$ cat src/hdl/alc_params.svh
// Constants of the accessory loader command parser
`ifndef ALC_PARAMS_SVH
`define ALC_PARAMS_SVH

// Register byte offsets
`define ALC_OFS_STATUS   8'h00
`define ALC_OFS_MASK     8'h04
`define ALC_OFS_CTRL     8'h08
`define ALC_OFS_INFO     8'h0C
`define ALC_OFS_VERSION  8'h10
`define ALC_OFS_FLAGS    8'h14
`define ALC_OFS_LASTCMD  8'h18

// Status and mask bits, control unlock bit
`define ALC_ST_W         4
`define ALC_ST_ERRC      0
`define ALC_ST_ERRD      1
`define ALC_ST_ERRV      2
`define ALC_ST_SAVED     3
`define ALC_CTRL_UNLOCK  0

// Command and answer codes, first letter in the low byte
`define ALC_CMD_GETACC   32'h63636167
`define ALC_CMD_SETACC   32'h63636173
`define ALC_CMD_BOOTVER  32'h766C6267
`define ALC_CMD_RANDKEY  32'h646E7269
`define ALC_ANS_ERRC     32'h63727265
`define ALC_ANS_ERRD     32'h64727265
`define ALC_ANS_ERRV     32'h76727265

// Frame lengths in bytes
`define ALC_CODE_LEN     7'd4
`define ALC_DATA_LEN     108
`define ALC_DATA_LAST    7'd107
`define ALC_CRC_LO       7'd108
`define ALC_CRC_HI       7'd109
`define ALC_LEN_ACC      7'd114
`define ALC_LEN_VER      7'd10
`define ALC_LEN_KEY      7'd24
`define ALC_KEY_END      7'd20
`define ALC_CRC_BYTES    7'd2

// Byte positions inside the accessory data section
`define ALC_POS_BRAKE    36
`define ALC_POS_TEMP     76
`define ALC_POS_STOP     80
`define ALC_FLAG_BYTES   4

// Flag layouts
`define ALC_BRAKE_MASK   8'h03
`define ALC_TEMP_MASK    8'h0F
`define ALC_TEMP_KIND    2:0
`define ALC_TEMP_PRES    3
`define ALC_KIND_UNKNOWN 3'h0
`define ALC_KIND_JUNCT   3'h1
`define ALC_KIND_SILICON 3'h2
`define ALC_STOP_MASK    8'h1F

// Checksum: reflected 16-bit CRC
`define ALC_CRC_INIT     16'hFFFF
`define ALC_CRC_POLY     16'hA001

`endif

$ cat src/hdl/alc_pkg.sv
// Types shared by the accessory loader command parser
`include "alc_params.svh"

package alc_pkg;

  typedef enum logic [2:0] {
    ALC_S_CMD,
    ALC_S_DATA,
    ALC_S_CHECK,
    ALC_S_SAVE,
    ALC_S_REPLY
  } alc_state_t;

  typedef enum logic [2:0] {
    ALC_R_ECHO,
    ALC_R_ACC,
    ALC_R_VER,
    ALC_R_KEY,
    ALC_R_ERRC,
    ALC_R_ERRD,
    ALC_R_ERRV
  } alc_reply_t;

  typedef logic [`ALC_DATA_LEN-1:0][7:0] alc_rec_t;

  typedef struct packed {
    alc_state_t             st;
    alc_reply_t             kind;
    logic [6:0]             idx;
    logic [31:0]            cmd;
    alc_rec_t               rec;
    alc_rec_t               stage;
    logic [15:0]            rx_crc;
    logic [`ALC_ST_W-1:0]   status;
    logic [`ALC_ST_W-1:0]   mask;
    logic                   unlock;
    logic                   irq;
    logic                   rx_ready;
    logic                   tx_valid;
    logic [7:0]             tx_data;
    logic                   nv_we;
    logic [6:0]             nv_addr;
    logic [7:0]             nv_wdata;
    logic [31:0]            prdata;
    logic                   pready;
    logic                   pslverr;
    logic [31:0]            lfsr;
  } alc_regs_t;

endpackage

$ cat src/hdl/alc_crc_if.sv
// Checksum request and result between parser and checksum unit
`timescale 1ns/1ps
`default_nettype none

interface alc_crc_if;
  logic        clr;
  logic        en;
  logic [7:0]  data;
  logic [15:0] crc;

  modport parser (output clr, output en, output data, input crc);
  modport engine (input clr, input en, input data, output crc);
endinterface

`default_nettype wire

$ cat src/hdl/alc_top.sv
// Accessory command parser with APB registers and byte stream link
//
// Chosen here: the register offsets and the APB slave port.
`timescale 1ns/1ps
`default_nettype none

module alc_top
  import alc_pkg::*;
#(
  parameter logic [7:0]  VER_MAJOR   = 8'h01,
  parameter logic [7:0]  VER_MINOR   = 8'h00,
  parameter logic [15:0] VER_RELEASE = 16'h0000,
  parameter logic [31:0] KEY_SEED    = 32'h1234ABCD
)(
  input  wire logic        pclk,
  input  wire logic        presetn,
  input  wire logic        psel,
  input  wire logic        penable,
  input  wire logic        pwrite,
  input  wire logic [7:0]  paddr,
  input  wire logic [31:0] pwdata,
  output logic [31:0]      prdata,
  output logic             pready,
  output logic             pslverr,
  input  wire logic        rx_valid,
  input  wire logic [7:0]  rx_data,
  output logic             rx_ready,
  output logic             tx_valid,
  output logic [7:0]       tx_data,
  input  wire logic        tx_ready,
  output logic             nv_we,
  output logic [6:0]       nv_addr,
  output logic [7:0]       nv_wdata,
  output logic             irq,
  output logic             brake_present,
  output logic             brake_hold_when_powered,
  output logic             temp_sensor_present,
  output logic [2:0]       temp_sensor_kind_field,
  output logic             end_stop_one_present,
  output logic             end_stop_two_present,
  output logic             end_stop_one_low_true,
  output logic             end_stop_two_low_true,
  output logic             end_stops_joined
);

  alc_regs_t q;
  alc_regs_t d;
  alc_crc_if cif ();

  logic        setup;
  logic        access;
  logic        rx_fire;
  logic [31:0] code_in;
  logic [6:0]  len;
  logic [7:0]  byte_out;
  alc_rec_t    fixed;

  alc_crc u_crc (
    .pclk    (pclk),
    .presetn (presetn),
    .cif     (cif)
  );

  // Answer length per reply kind
  function automatic logic [6:0] reply_len(alc_reply_t k);
    case (k)
      ALC_R_ACC: return `ALC_LEN_ACC;
      ALC_R_VER: return `ALC_LEN_VER;
      ALC_R_KEY: return `ALC_LEN_KEY;
      default:   return `ALC_CODE_LEN;
    endcase
  endfunction

  // Leading four bytes: echo or error code
  function automatic logic [31:0] reply_code(alc_reply_t k,
                                             logic [31:0] c);
    case (k)
      ALC_R_ERRC: return `ALC_ANS_ERRC;
      ALC_R_ERRD: return `ALC_ANS_ERRD;
      ALC_R_ERRV: return `ALC_ANS_ERRV;
      default:    return c;
    endcase
  endfunction

  // Clamp flag words to defined bits; unknown sensor kind falls to unknown
  function automatic alc_rec_t sanitize(alc_rec_t r);
    alc_rec_t   f;
    logic [2:0] kind;
    f = r;
    for (int i = 1; i < `ALC_FLAG_BYTES; i++) begin
      f[`ALC_POS_BRAKE+i] = 8'h00;
      f[`ALC_POS_TEMP+i]  = 8'h00;
      f[`ALC_POS_STOP+i]  = 8'h00;
    end
    f[`ALC_POS_BRAKE] = r[`ALC_POS_BRAKE] & `ALC_BRAKE_MASK;
    kind = r[`ALC_POS_TEMP][`ALC_TEMP_KIND];
    if (kind > `ALC_KIND_SILICON) begin
      kind = `ALC_KIND_UNKNOWN;
    end
    f[`ALC_POS_TEMP] = (r[`ALC_POS_TEMP] & `ALC_TEMP_MASK);
    f[`ALC_POS_TEMP][`ALC_TEMP_KIND] = kind;
    f[`ALC_POS_STOP] = r[`ALC_POS_STOP] & `ALC_STOP_MASK;
    return f;
  endfunction

  assign setup   = psel & ~penable;
  assign access  = psel & penable & q.pready;
  assign rx_fire = rx_valid & q.rx_ready;
  assign code_in = {rx_data, q.cmd[31:8]};
  assign len     = reply_len(q.kind);
  assign fixed   = sanitize(q.stage);

  // Byte at the current answer position
  always_comb begin
    logic [31:0] code;
    code     = reply_code(q.kind, q.cmd);
    byte_out = 8'h00;
    if (q.idx < `ALC_CODE_LEN) begin
      byte_out = code[{q.idx[1:0], 3'b000} +: 8];
    end else if (q.idx == len - `ALC_CRC_BYTES) begin
      byte_out = cif.crc[7:0];
    end else if (q.idx == len - 7'd1) begin
      byte_out = cif.crc[15:8];
    end else begin
      case (q.kind)
        ALC_R_ACC: byte_out = q.rec[q.idx - `ALC_CODE_LEN];
        ALC_R_VER: begin
          case (q.idx[1:0])
            2'h0:    byte_out = VER_MAJOR;
            2'h1:    byte_out = VER_MINOR;
            2'h2:    byte_out = VER_RELEASE[7:0];
            default: byte_out = VER_RELEASE[15:8];
          endcase
        end
        ALC_R_KEY: begin
          // Key bytes tap the free-running generator; tail is reserved
          byte_out = (q.idx < `ALC_KEY_END) ? q.lfsr[7:0] : 8'h00;
        end
        default: byte_out = 8'h00;
      endcase
    end
  end

  // Next-state logic: bus slave first, so hardware sets win over clears
  always_comb begin
    d = q;
    d.lfsr = {q.lfsr[30:0],
              q.lfsr[31] ^ q.lfsr[21] ^ q.lfsr[1] ^ q.lfsr[0]};
    d.nv_we = 1'b0;
    cif.clr  = 1'b0;
    cif.en   = 1'b0;
    cif.data = 8'h00;

    // APB: answer decoded in setup, ready in the access cycle
    d.pready  = setup;
    d.pslverr = 1'b0;
    if (setup) begin
      d.prdata = 32'h0000_0000;
      if (paddr == `ALC_OFS_STATUS) begin
        d.prdata[`ALC_ST_W-1:0] = q.status;
      end else if (paddr == `ALC_OFS_MASK) begin
        d.prdata[`ALC_ST_W-1:0] = q.mask;
      end else if (paddr == `ALC_OFS_CTRL) begin
        d.prdata[`ALC_CTRL_UNLOCK] = q.unlock;
      end else if (paddr == `ALC_OFS_INFO) begin
        d.prdata[12:0] = {q.st, q.kind, q.idx};
      end else if (paddr == `ALC_OFS_VERSION) begin
        d.prdata = {VER_RELEASE, VER_MINOR, VER_MAJOR};
      end else if (paddr == `ALC_OFS_FLAGS) begin
        d.prdata[23:0] = {q.rec[`ALC_POS_STOP], q.rec[`ALC_POS_TEMP],
                          q.rec[`ALC_POS_BRAKE]};
      end else if (paddr == `ALC_OFS_LASTCMD) begin
        d.prdata = q.cmd;
      end else begin
        d.pslverr = 1'b1;
      end
    end
    if (access && pwrite) begin
      if (paddr == `ALC_OFS_STATUS) begin
        d.status = q.status & ~pwdata[`ALC_ST_W-1:0];
      end else if (paddr == `ALC_OFS_MASK) begin
        d.mask = pwdata[`ALC_ST_W-1:0];
      end else if (paddr == `ALC_OFS_CTRL) begin
        d.unlock = pwdata[`ALC_CTRL_UNLOCK];
      end
    end

    // Command parser
    case (q.st)
      ALC_S_CMD: begin
        d.rx_ready = 1'b1;
        if (rx_fire) begin
          d.cmd = code_in;
          d.idx = q.idx + 7'd1;
          if (q.idx == `ALC_CODE_LEN - 7'd1) begin
            d.idx = 7'd0;
            d.rx_ready = 1'b0;
            d.st = ALC_S_REPLY;
            cif.clr = 1'b1;
            if (code_in == `ALC_CMD_GETACC) begin
              d.kind = ALC_R_ACC;
            end else if (code_in == `ALC_CMD_BOOTVER) begin
              d.kind = ALC_R_VER;
            end else if (code_in == `ALC_CMD_RANDKEY) begin
              d.kind = ALC_R_KEY;
            end else if (code_in == `ALC_CMD_SETACC) begin
              d.rx_ready = 1'b1;
              d.st = ALC_S_DATA;
            end else begin
              d.kind = ALC_R_ERRC;
              d.status[`ALC_ST_ERRC] = 1'b1;
            end
          end
        end
      end
      ALC_S_DATA: begin
        // Staged so a bad frame never disturbs the stored record
        if (rx_fire) begin
          d.idx = q.idx + 7'd1;
          if (q.idx <= `ALC_DATA_LAST) begin
            d.stage[q.idx] = rx_data;
            cif.en   = 1'b1;
            cif.data = rx_data;
          end else if (q.idx == `ALC_CRC_LO) begin
            d.rx_crc[7:0] = rx_data;
          end else begin
            d.rx_crc[15:8] = rx_data;
            d.rx_ready = 1'b0;
            d.st = ALC_S_CHECK;
          end
        end
      end
      ALC_S_CHECK: begin
        d.idx = 7'd0;
        if (!q.unlock) begin
          // Store is for the manufacturer only; locked means refused
          d.kind = ALC_R_ERRC;
          d.status[`ALC_ST_ERRC] = 1'b1;
          d.st = ALC_S_REPLY;
          cif.clr = 1'b1;
        end else if (cif.crc != q.rx_crc) begin
          d.kind = ALC_R_ERRD;
          d.status[`ALC_ST_ERRD] = 1'b1;
          d.st = ALC_S_REPLY;
          cif.clr = 1'b1;
        end else begin
          d.rec = fixed;
          d.st  = ALC_S_SAVE;
          if (fixed != q.stage) begin
            d.kind = ALC_R_ERRV;
            d.status[`ALC_ST_ERRV] = 1'b1;
          end else begin
            d.kind = ALC_R_ECHO;
          end
        end
      end
      ALC_S_SAVE: begin
        d.nv_we    = 1'b1;
        d.nv_addr  = q.idx;
        d.nv_wdata = q.rec[q.idx];
        d.idx      = q.idx + 7'd1;
        if (q.idx == `ALC_DATA_LAST) begin
          d.idx = 7'd0;
          d.status[`ALC_ST_SAVED] = 1'b1;
          d.st = ALC_S_REPLY;
          cif.clr = 1'b1;
        end
      end
      ALC_S_REPLY: begin
        if (!q.tx_valid || tx_ready) begin
          if (q.idx == len) begin
            d.tx_valid = 1'b0;
            d.idx = 7'd0;
            d.rx_ready = 1'b1;
            d.st = ALC_S_CMD;
          end else begin
            d.tx_valid = 1'b1;
            d.tx_data  = byte_out;
            d.idx      = q.idx + 7'd1;
            // Checksum covers the data section only
            if (q.idx >= `ALC_CODE_LEN &&
                q.idx < len - `ALC_CRC_BYTES) begin
              cif.en   = 1'b1;
              cif.data = byte_out;
            end
          end
        end
      end
      default: d.st = ALC_S_CMD;
    endcase

    d.irq = |(d.status & d.mask);
  end

  // State register
  always_ff @(posedge pclk or negedge presetn) begin
    if (!presetn) begin
      q <= '0;
      q.st   <= ALC_S_CMD;
      q.kind <= ALC_R_ECHO;
      q.lfsr <= KEY_SEED;
    end else begin
      q <= d;
    end
  end

  // Outputs straight from the state flops
  assign prdata   = q.prdata;
  assign pready   = q.pready;
  assign pslverr  = q.pslverr;
  assign rx_ready = q.rx_ready;
  assign tx_valid = q.tx_valid;
  assign tx_data  = q.tx_data;
  assign nv_we    = q.nv_we;
  assign nv_addr  = q.nv_addr;
  assign nv_wdata = q.nv_wdata;
  assign irq      = q.irq;
  assign brake_present           = q.rec[`ALC_POS_BRAKE][0];
  assign brake_hold_when_powered = q.rec[`ALC_POS_BRAKE][1];
  assign temp_sensor_present  = q.rec[`ALC_POS_TEMP][`ALC_TEMP_PRES];
  assign temp_sensor_kind_field = q.rec[`ALC_POS_TEMP][`ALC_TEMP_KIND];
  assign end_stop_one_present  = q.rec[`ALC_POS_STOP][0];
  assign end_stop_two_present  = q.rec[`ALC_POS_STOP][1];
  assign end_stop_one_low_true = q.rec[`ALC_POS_STOP][2];
  assign end_stop_two_low_true = q.rec[`ALC_POS_STOP][3];
  assign end_stops_joined      = q.rec[`ALC_POS_STOP][4];

endmodule // alc_top

`default_nettype wire

$ cat src/hdl/alc_crc.sv
// Running 16-bit checksum over a byte stream
`timescale 1ns/1ps
`default_nettype none

module alc_crc
  import alc_pkg::*;
(
  input  wire logic pclk,
  input  wire logic presetn,
  alc_crc_if.engine cif
);

  logic [15:0] crc_q;
  logic [15:0] crc_d;

  // One byte per cycle, low bit first
  function automatic logic [15:0] crc_step(logic [15:0] c, logic [7:0] b);
    logic [15:0] r;
    r = c ^ {8'h00, b};
    for (int i = 0; i < 8; i++) begin
      r = r[0] ? ((r >> 1) ^ `ALC_CRC_POLY) : (r >> 1);
    end
    return r;
  endfunction

  // Clear wins over a byte in the same cycle
  always_comb begin
    crc_d = crc_q;
    if (cif.clr) begin
      crc_d = `ALC_CRC_INIT;
    end else if (cif.en) begin
      crc_d = crc_step(crc_q, cif.data);
    end
  end

  always_ff @(posedge pclk or negedge presetn) begin
    if (!presetn) begin
      crc_q <= `ALC_CRC_INIT;
    end else begin
      crc_q <= crc_d;
    end
  end

  assign cif.crc = crc_q;

endmodule // alc_crc

`default_nettype wire

$ cat config.mk
export PLATFORM = sky130hd
export DESIGN_NAME = alc_top
export DESIGN_NICKNAME = d
export VERILOG_FILES = /design/src/hdl/alc_pkg.sv /design/src/hdl/alc_crc_if.sv /design/src/hdl/alc_top.sv /design/src/hdl/alc_crc.sv
export VERILOG_INCLUDE_DIRS = /design/src /design/src/hdl
export SDC_FILE = /design/constraint.sdc
export NUM_CORES = 2
export LEC_CHECK = 0
export ABC_CLOCK_PERIOD_IN_PS = 8600
export BUFFER_PORTS_ARGS = -buffer_cell sky130_fd_sc_hd__buf_2
export CAP_MARGIN = 40
export CORE_MARGIN = 2
export CORE_UTILIZATION = 50
export CTS_CLUSTER_SIZE = 24
export DETAILED_ROUTE_END_ITERATION = 10
export PLACE_DENSITY = 0.65
export SLEW_MARGIN = 0
export SYNTH_ARGS = -nofsm -noshare
export SYNTH_HDL_FRONTEND = slang
export SYNTH_SLANG_ARGS = --single-unit
$ cat constraint.sdc
create_clock -name pclk -period 8.6 [get_ports pclk]
set_clock_uncertainty 0.05 [all_clocks]
set_input_delay 1.72 -clock pclk [delete_from_list [all_inputs] [get_ports pclk]]
set_output_delay 1.72 -clock pclk [all_outputs]
set_load 0.05 [all_outputs]
==> out/summary.txt <==
Status - finished, final reports clean
CP max stage delay - 850 ps
Initial core utilization - 50.1%
Final Hold Fails - 0
Reg area - 45,700 um2
Slowest CP cell - ha_4
# hold bufs at CTS - 0
Power, Total - 21,300 uW
Avg WL per Cell - 27.4 um
IO Count - 127
Largest net degree at the start of global routing - 177
CTS root buffer - clkbuf_16
Critical path peak fanout - 56
DR vias/cell - 6.12
Wire length on met1 - 92,700 um
First-pass GRT wire length - 334,000 um
Vias - 49,200
Placed inst area - 84,100 um2
CTS sink cnt - 1,822
Longest Clk Path Bufs - 3
Finish-stage setup viols - 0
Final worst path period need - 6820 ps
Fraction of registers with async set/reset - 100%
Fmax - 0.147 GHz
Yosys top cell area share - 55.1%
Total GRT Usage - 26.7%
Worst R2R Path Depth - 17
Die width - 407 um
Top-count cell post-synth - dfrtp_1
WHS Path Cells - 0
Fin crit share - 79.3%
Routed Antenna Nets - 0
Core footprint - 162,000 um2
Post-Syn Area - 81,300 um2
# resized after CTS - 0
Gpl congestion - 0.971
Sequential share of the synthesized area - 56.1%
DIE AREA - 166,000 um2
Syn_area_per_cell - 14.3 um2
Data arrival, critical path - 7540 ps
1st-pass router iterations - 7
Skew-Pair Late Insertion Delay - 860 ps
Share of cells above drive strength 1 - 44.3%
Hpwl dp - 145,000 um
Buffers added on ports - 98
Critical path type - reg -> reg
Chip height - 407 um
WL met3 - 15,600 um
MaxCap Viol Count - 0
Class of the worst hold path - reg -> reg
Post-Synthesis Cells - 5,690
Clk slew on worst S/H paths - 60 ps
Origin of the worst min-delay path - d[21]
Static leakage - 0.0439 uW
Top post-synthesis cells by area - dfrtp_1 55%, mux2_2 24%, mux4_2 6.0%
Final Max Slew Viols - 0
Vias in the first global route - 50,400
Area delta synth->final - 11.7%
Max rail drop VDD - 0.210 mV
Pwr dens - 234 nW/um2
Cell breakdown of the critical path - inv_2 -> ha_4 -> buf_4 -> mux2i_1 -> a22oi_1 -> nand3_1 -> a2111oi_0 -> nor4_1 -> clkdlybuf4s15_2 -> o211ai_1 -> a22oi_1 -> xnor2_2 -> xnor3_1 -> and4_1 -> o311ai_1 -> nand3_1 -> a21oi_2
Worst setup path startpoint - q[1881]
Hold Slack - 292 ps
DRC - 0
Main synth FF type - dfrtp_1
Post-Syn Nets - 5,759
WL final - 221,000 um
R2r startpoint - q[1881]
Distinct cells, synth - 102
CTS tree - yes
Initial antenna violation count - 7
Synth area leader - dfrtp_1
CP Capture Type - flop
Number of flops mapped to enable cells by yosys - 0
Synthesized flop and latch total - 1,822
Worst slew pin tran - 1250 ps
Slew HR - 16.6%
Starting DRT DRC Count - 4,586
Fillers - 13,000
Rows - 148
Clock buffer count from CTS - 189
Max layer used - met5
Final Cell Area - 90,800 um2
Nets - 5,765
Total Neg Setup Slack - 0 ps
H-tree lvl count - 4
RSZ-0062 raised after global routing - no
Req. time, crit path - 9320 ps
Syn. warnings - 0
Most frequent cells after synthesis - 1,791 x dfrtp_1, 1,719 x mux2_2, 332 x nand2_1
Area of the multi-input gates - 33,400 um2
Post-CTS setup buffers - 0
Total grt overflow - 0
CP startpoint kind - flop
Met2 WL - 102,000 um
[path summary, 6_finish.rpt]
check,slack [ps],end
max in group asynchronous,5560,q[1738]
hold reg to reg,290,d[22]
setup reg to reg,1780,u_crc.cif.crc[0]
hold / removal,290,d[22]
setup / recovery,1780,u_crc.cif.crc[0]
min in group asynchronous,840,q[756]
[cell usage in the layout (no fill, tap or decap), types with 20 or more instances in the layout]
master     netlist  routed
mux2i_1        101     101
clkbuf_8         0      66
clkinv_2         0      31
nor2b_1         29      27
xnor2_1         35      34
nor4_1          36      35
buf_4           75     127
buf_2           34      91
o21ai_0        105     105
mux2_2        1719    1719
a22oi_1         44      44
buf_12           6      24
and3_1          22      20
dfstp_2         31      31
nor3_1          36      33
mux4_2         216     216
inv_1           23      23
clkbuf_1       288      39
clkbuf_16        0     189
dfrtp_1       1791    1785
nand2_1        332     332
nand3_1         74      74
a21oi_1        110     110
nor2_1         161     160
[power by group]
group,total [uW],switching [uW],internal (uW),leakage (uW)
combinational,3750,2450,1300,0.0154
sequential,9010,301,8710,0.0253
clock,8500,3560,4950,0.00327
total,21300,6310,15000,0.0439
[metal layers]
layer | vias up | GRT usage (%)
met1 | 26100 | 36.1
met2 | 1745 | 41.5
met3 | 463 | 6.02
li1 | 20800 | -
met5 | - | 0
met4 | 8 | 11.4
[sequential cells by signal, indices dropped and copies added, names as in the netlist, 8 cells and up]
signal and cells:
prdata 32, q 903, d 31, code_in 24
tx_data 8, fixed 776, nv_wdata 8, u_crc.cif.crc 16
[stage by stage]
| stage | setup slack [ps] | utilization (%) | std cells |
|---|---|---|---|
| final | 1780 | 56.0 | 8038 |
| after global routing | 1580 | 56.0 | 8034 |
| after CTS | 1900 | 56.0 | 8031 |
| after detailed placement | 1930 | 51.9 | 7677 |
| after global placement | 2040 | 51.4 | 7611 |
| after floorplan | 2720 | - | 5690 |
[worst max-delay path, delay by kind of cell (launching register included)]
kind | cells | cell delay [ps]
flip-flops | 1 | 690
buffers and inverters | 3 | 1050
AO/OA/AOI/OAI | 6 | 1870
XOR/XNOR | 2 | 1330
adder cells (fa/ha/maj) | 1 | 850
AND/OR/NAND/NOR | 4 | 680
multiplexers | 1 | 170
[logic make-up (layout without fill, tap and decap cells)]
kind of cell | Yosys count | count (layout) | synth area share (%)
xor+xnor | 50 | 50 | 0.629
compound gates | 480 | 480 | 4.03
mux | 2054 | 2054 | 31.6
simple gates | 798 | 798 | 4.58
flops | 1822 | 1822 | 56.1
buf+inv | 471 | 640 | 2.87
fa+ha+maj | 15 | 15 | 0.228
other cells | 0 | 4 | 0
[layout make-up]
type | count | share of cell area (%)
antenna | 4 | 0.0110
sequential | 1822 | 50.3
multi-input combinational | 3397 | 36.8
timing repair buffer | 260 | 2.47
clock buffer | 294 | 6.37
inverter | 26 | 0.109
clock inverter | 60 | 0.966
tap | 2175 | 3.00
Power figures use the tool's default switching activity.
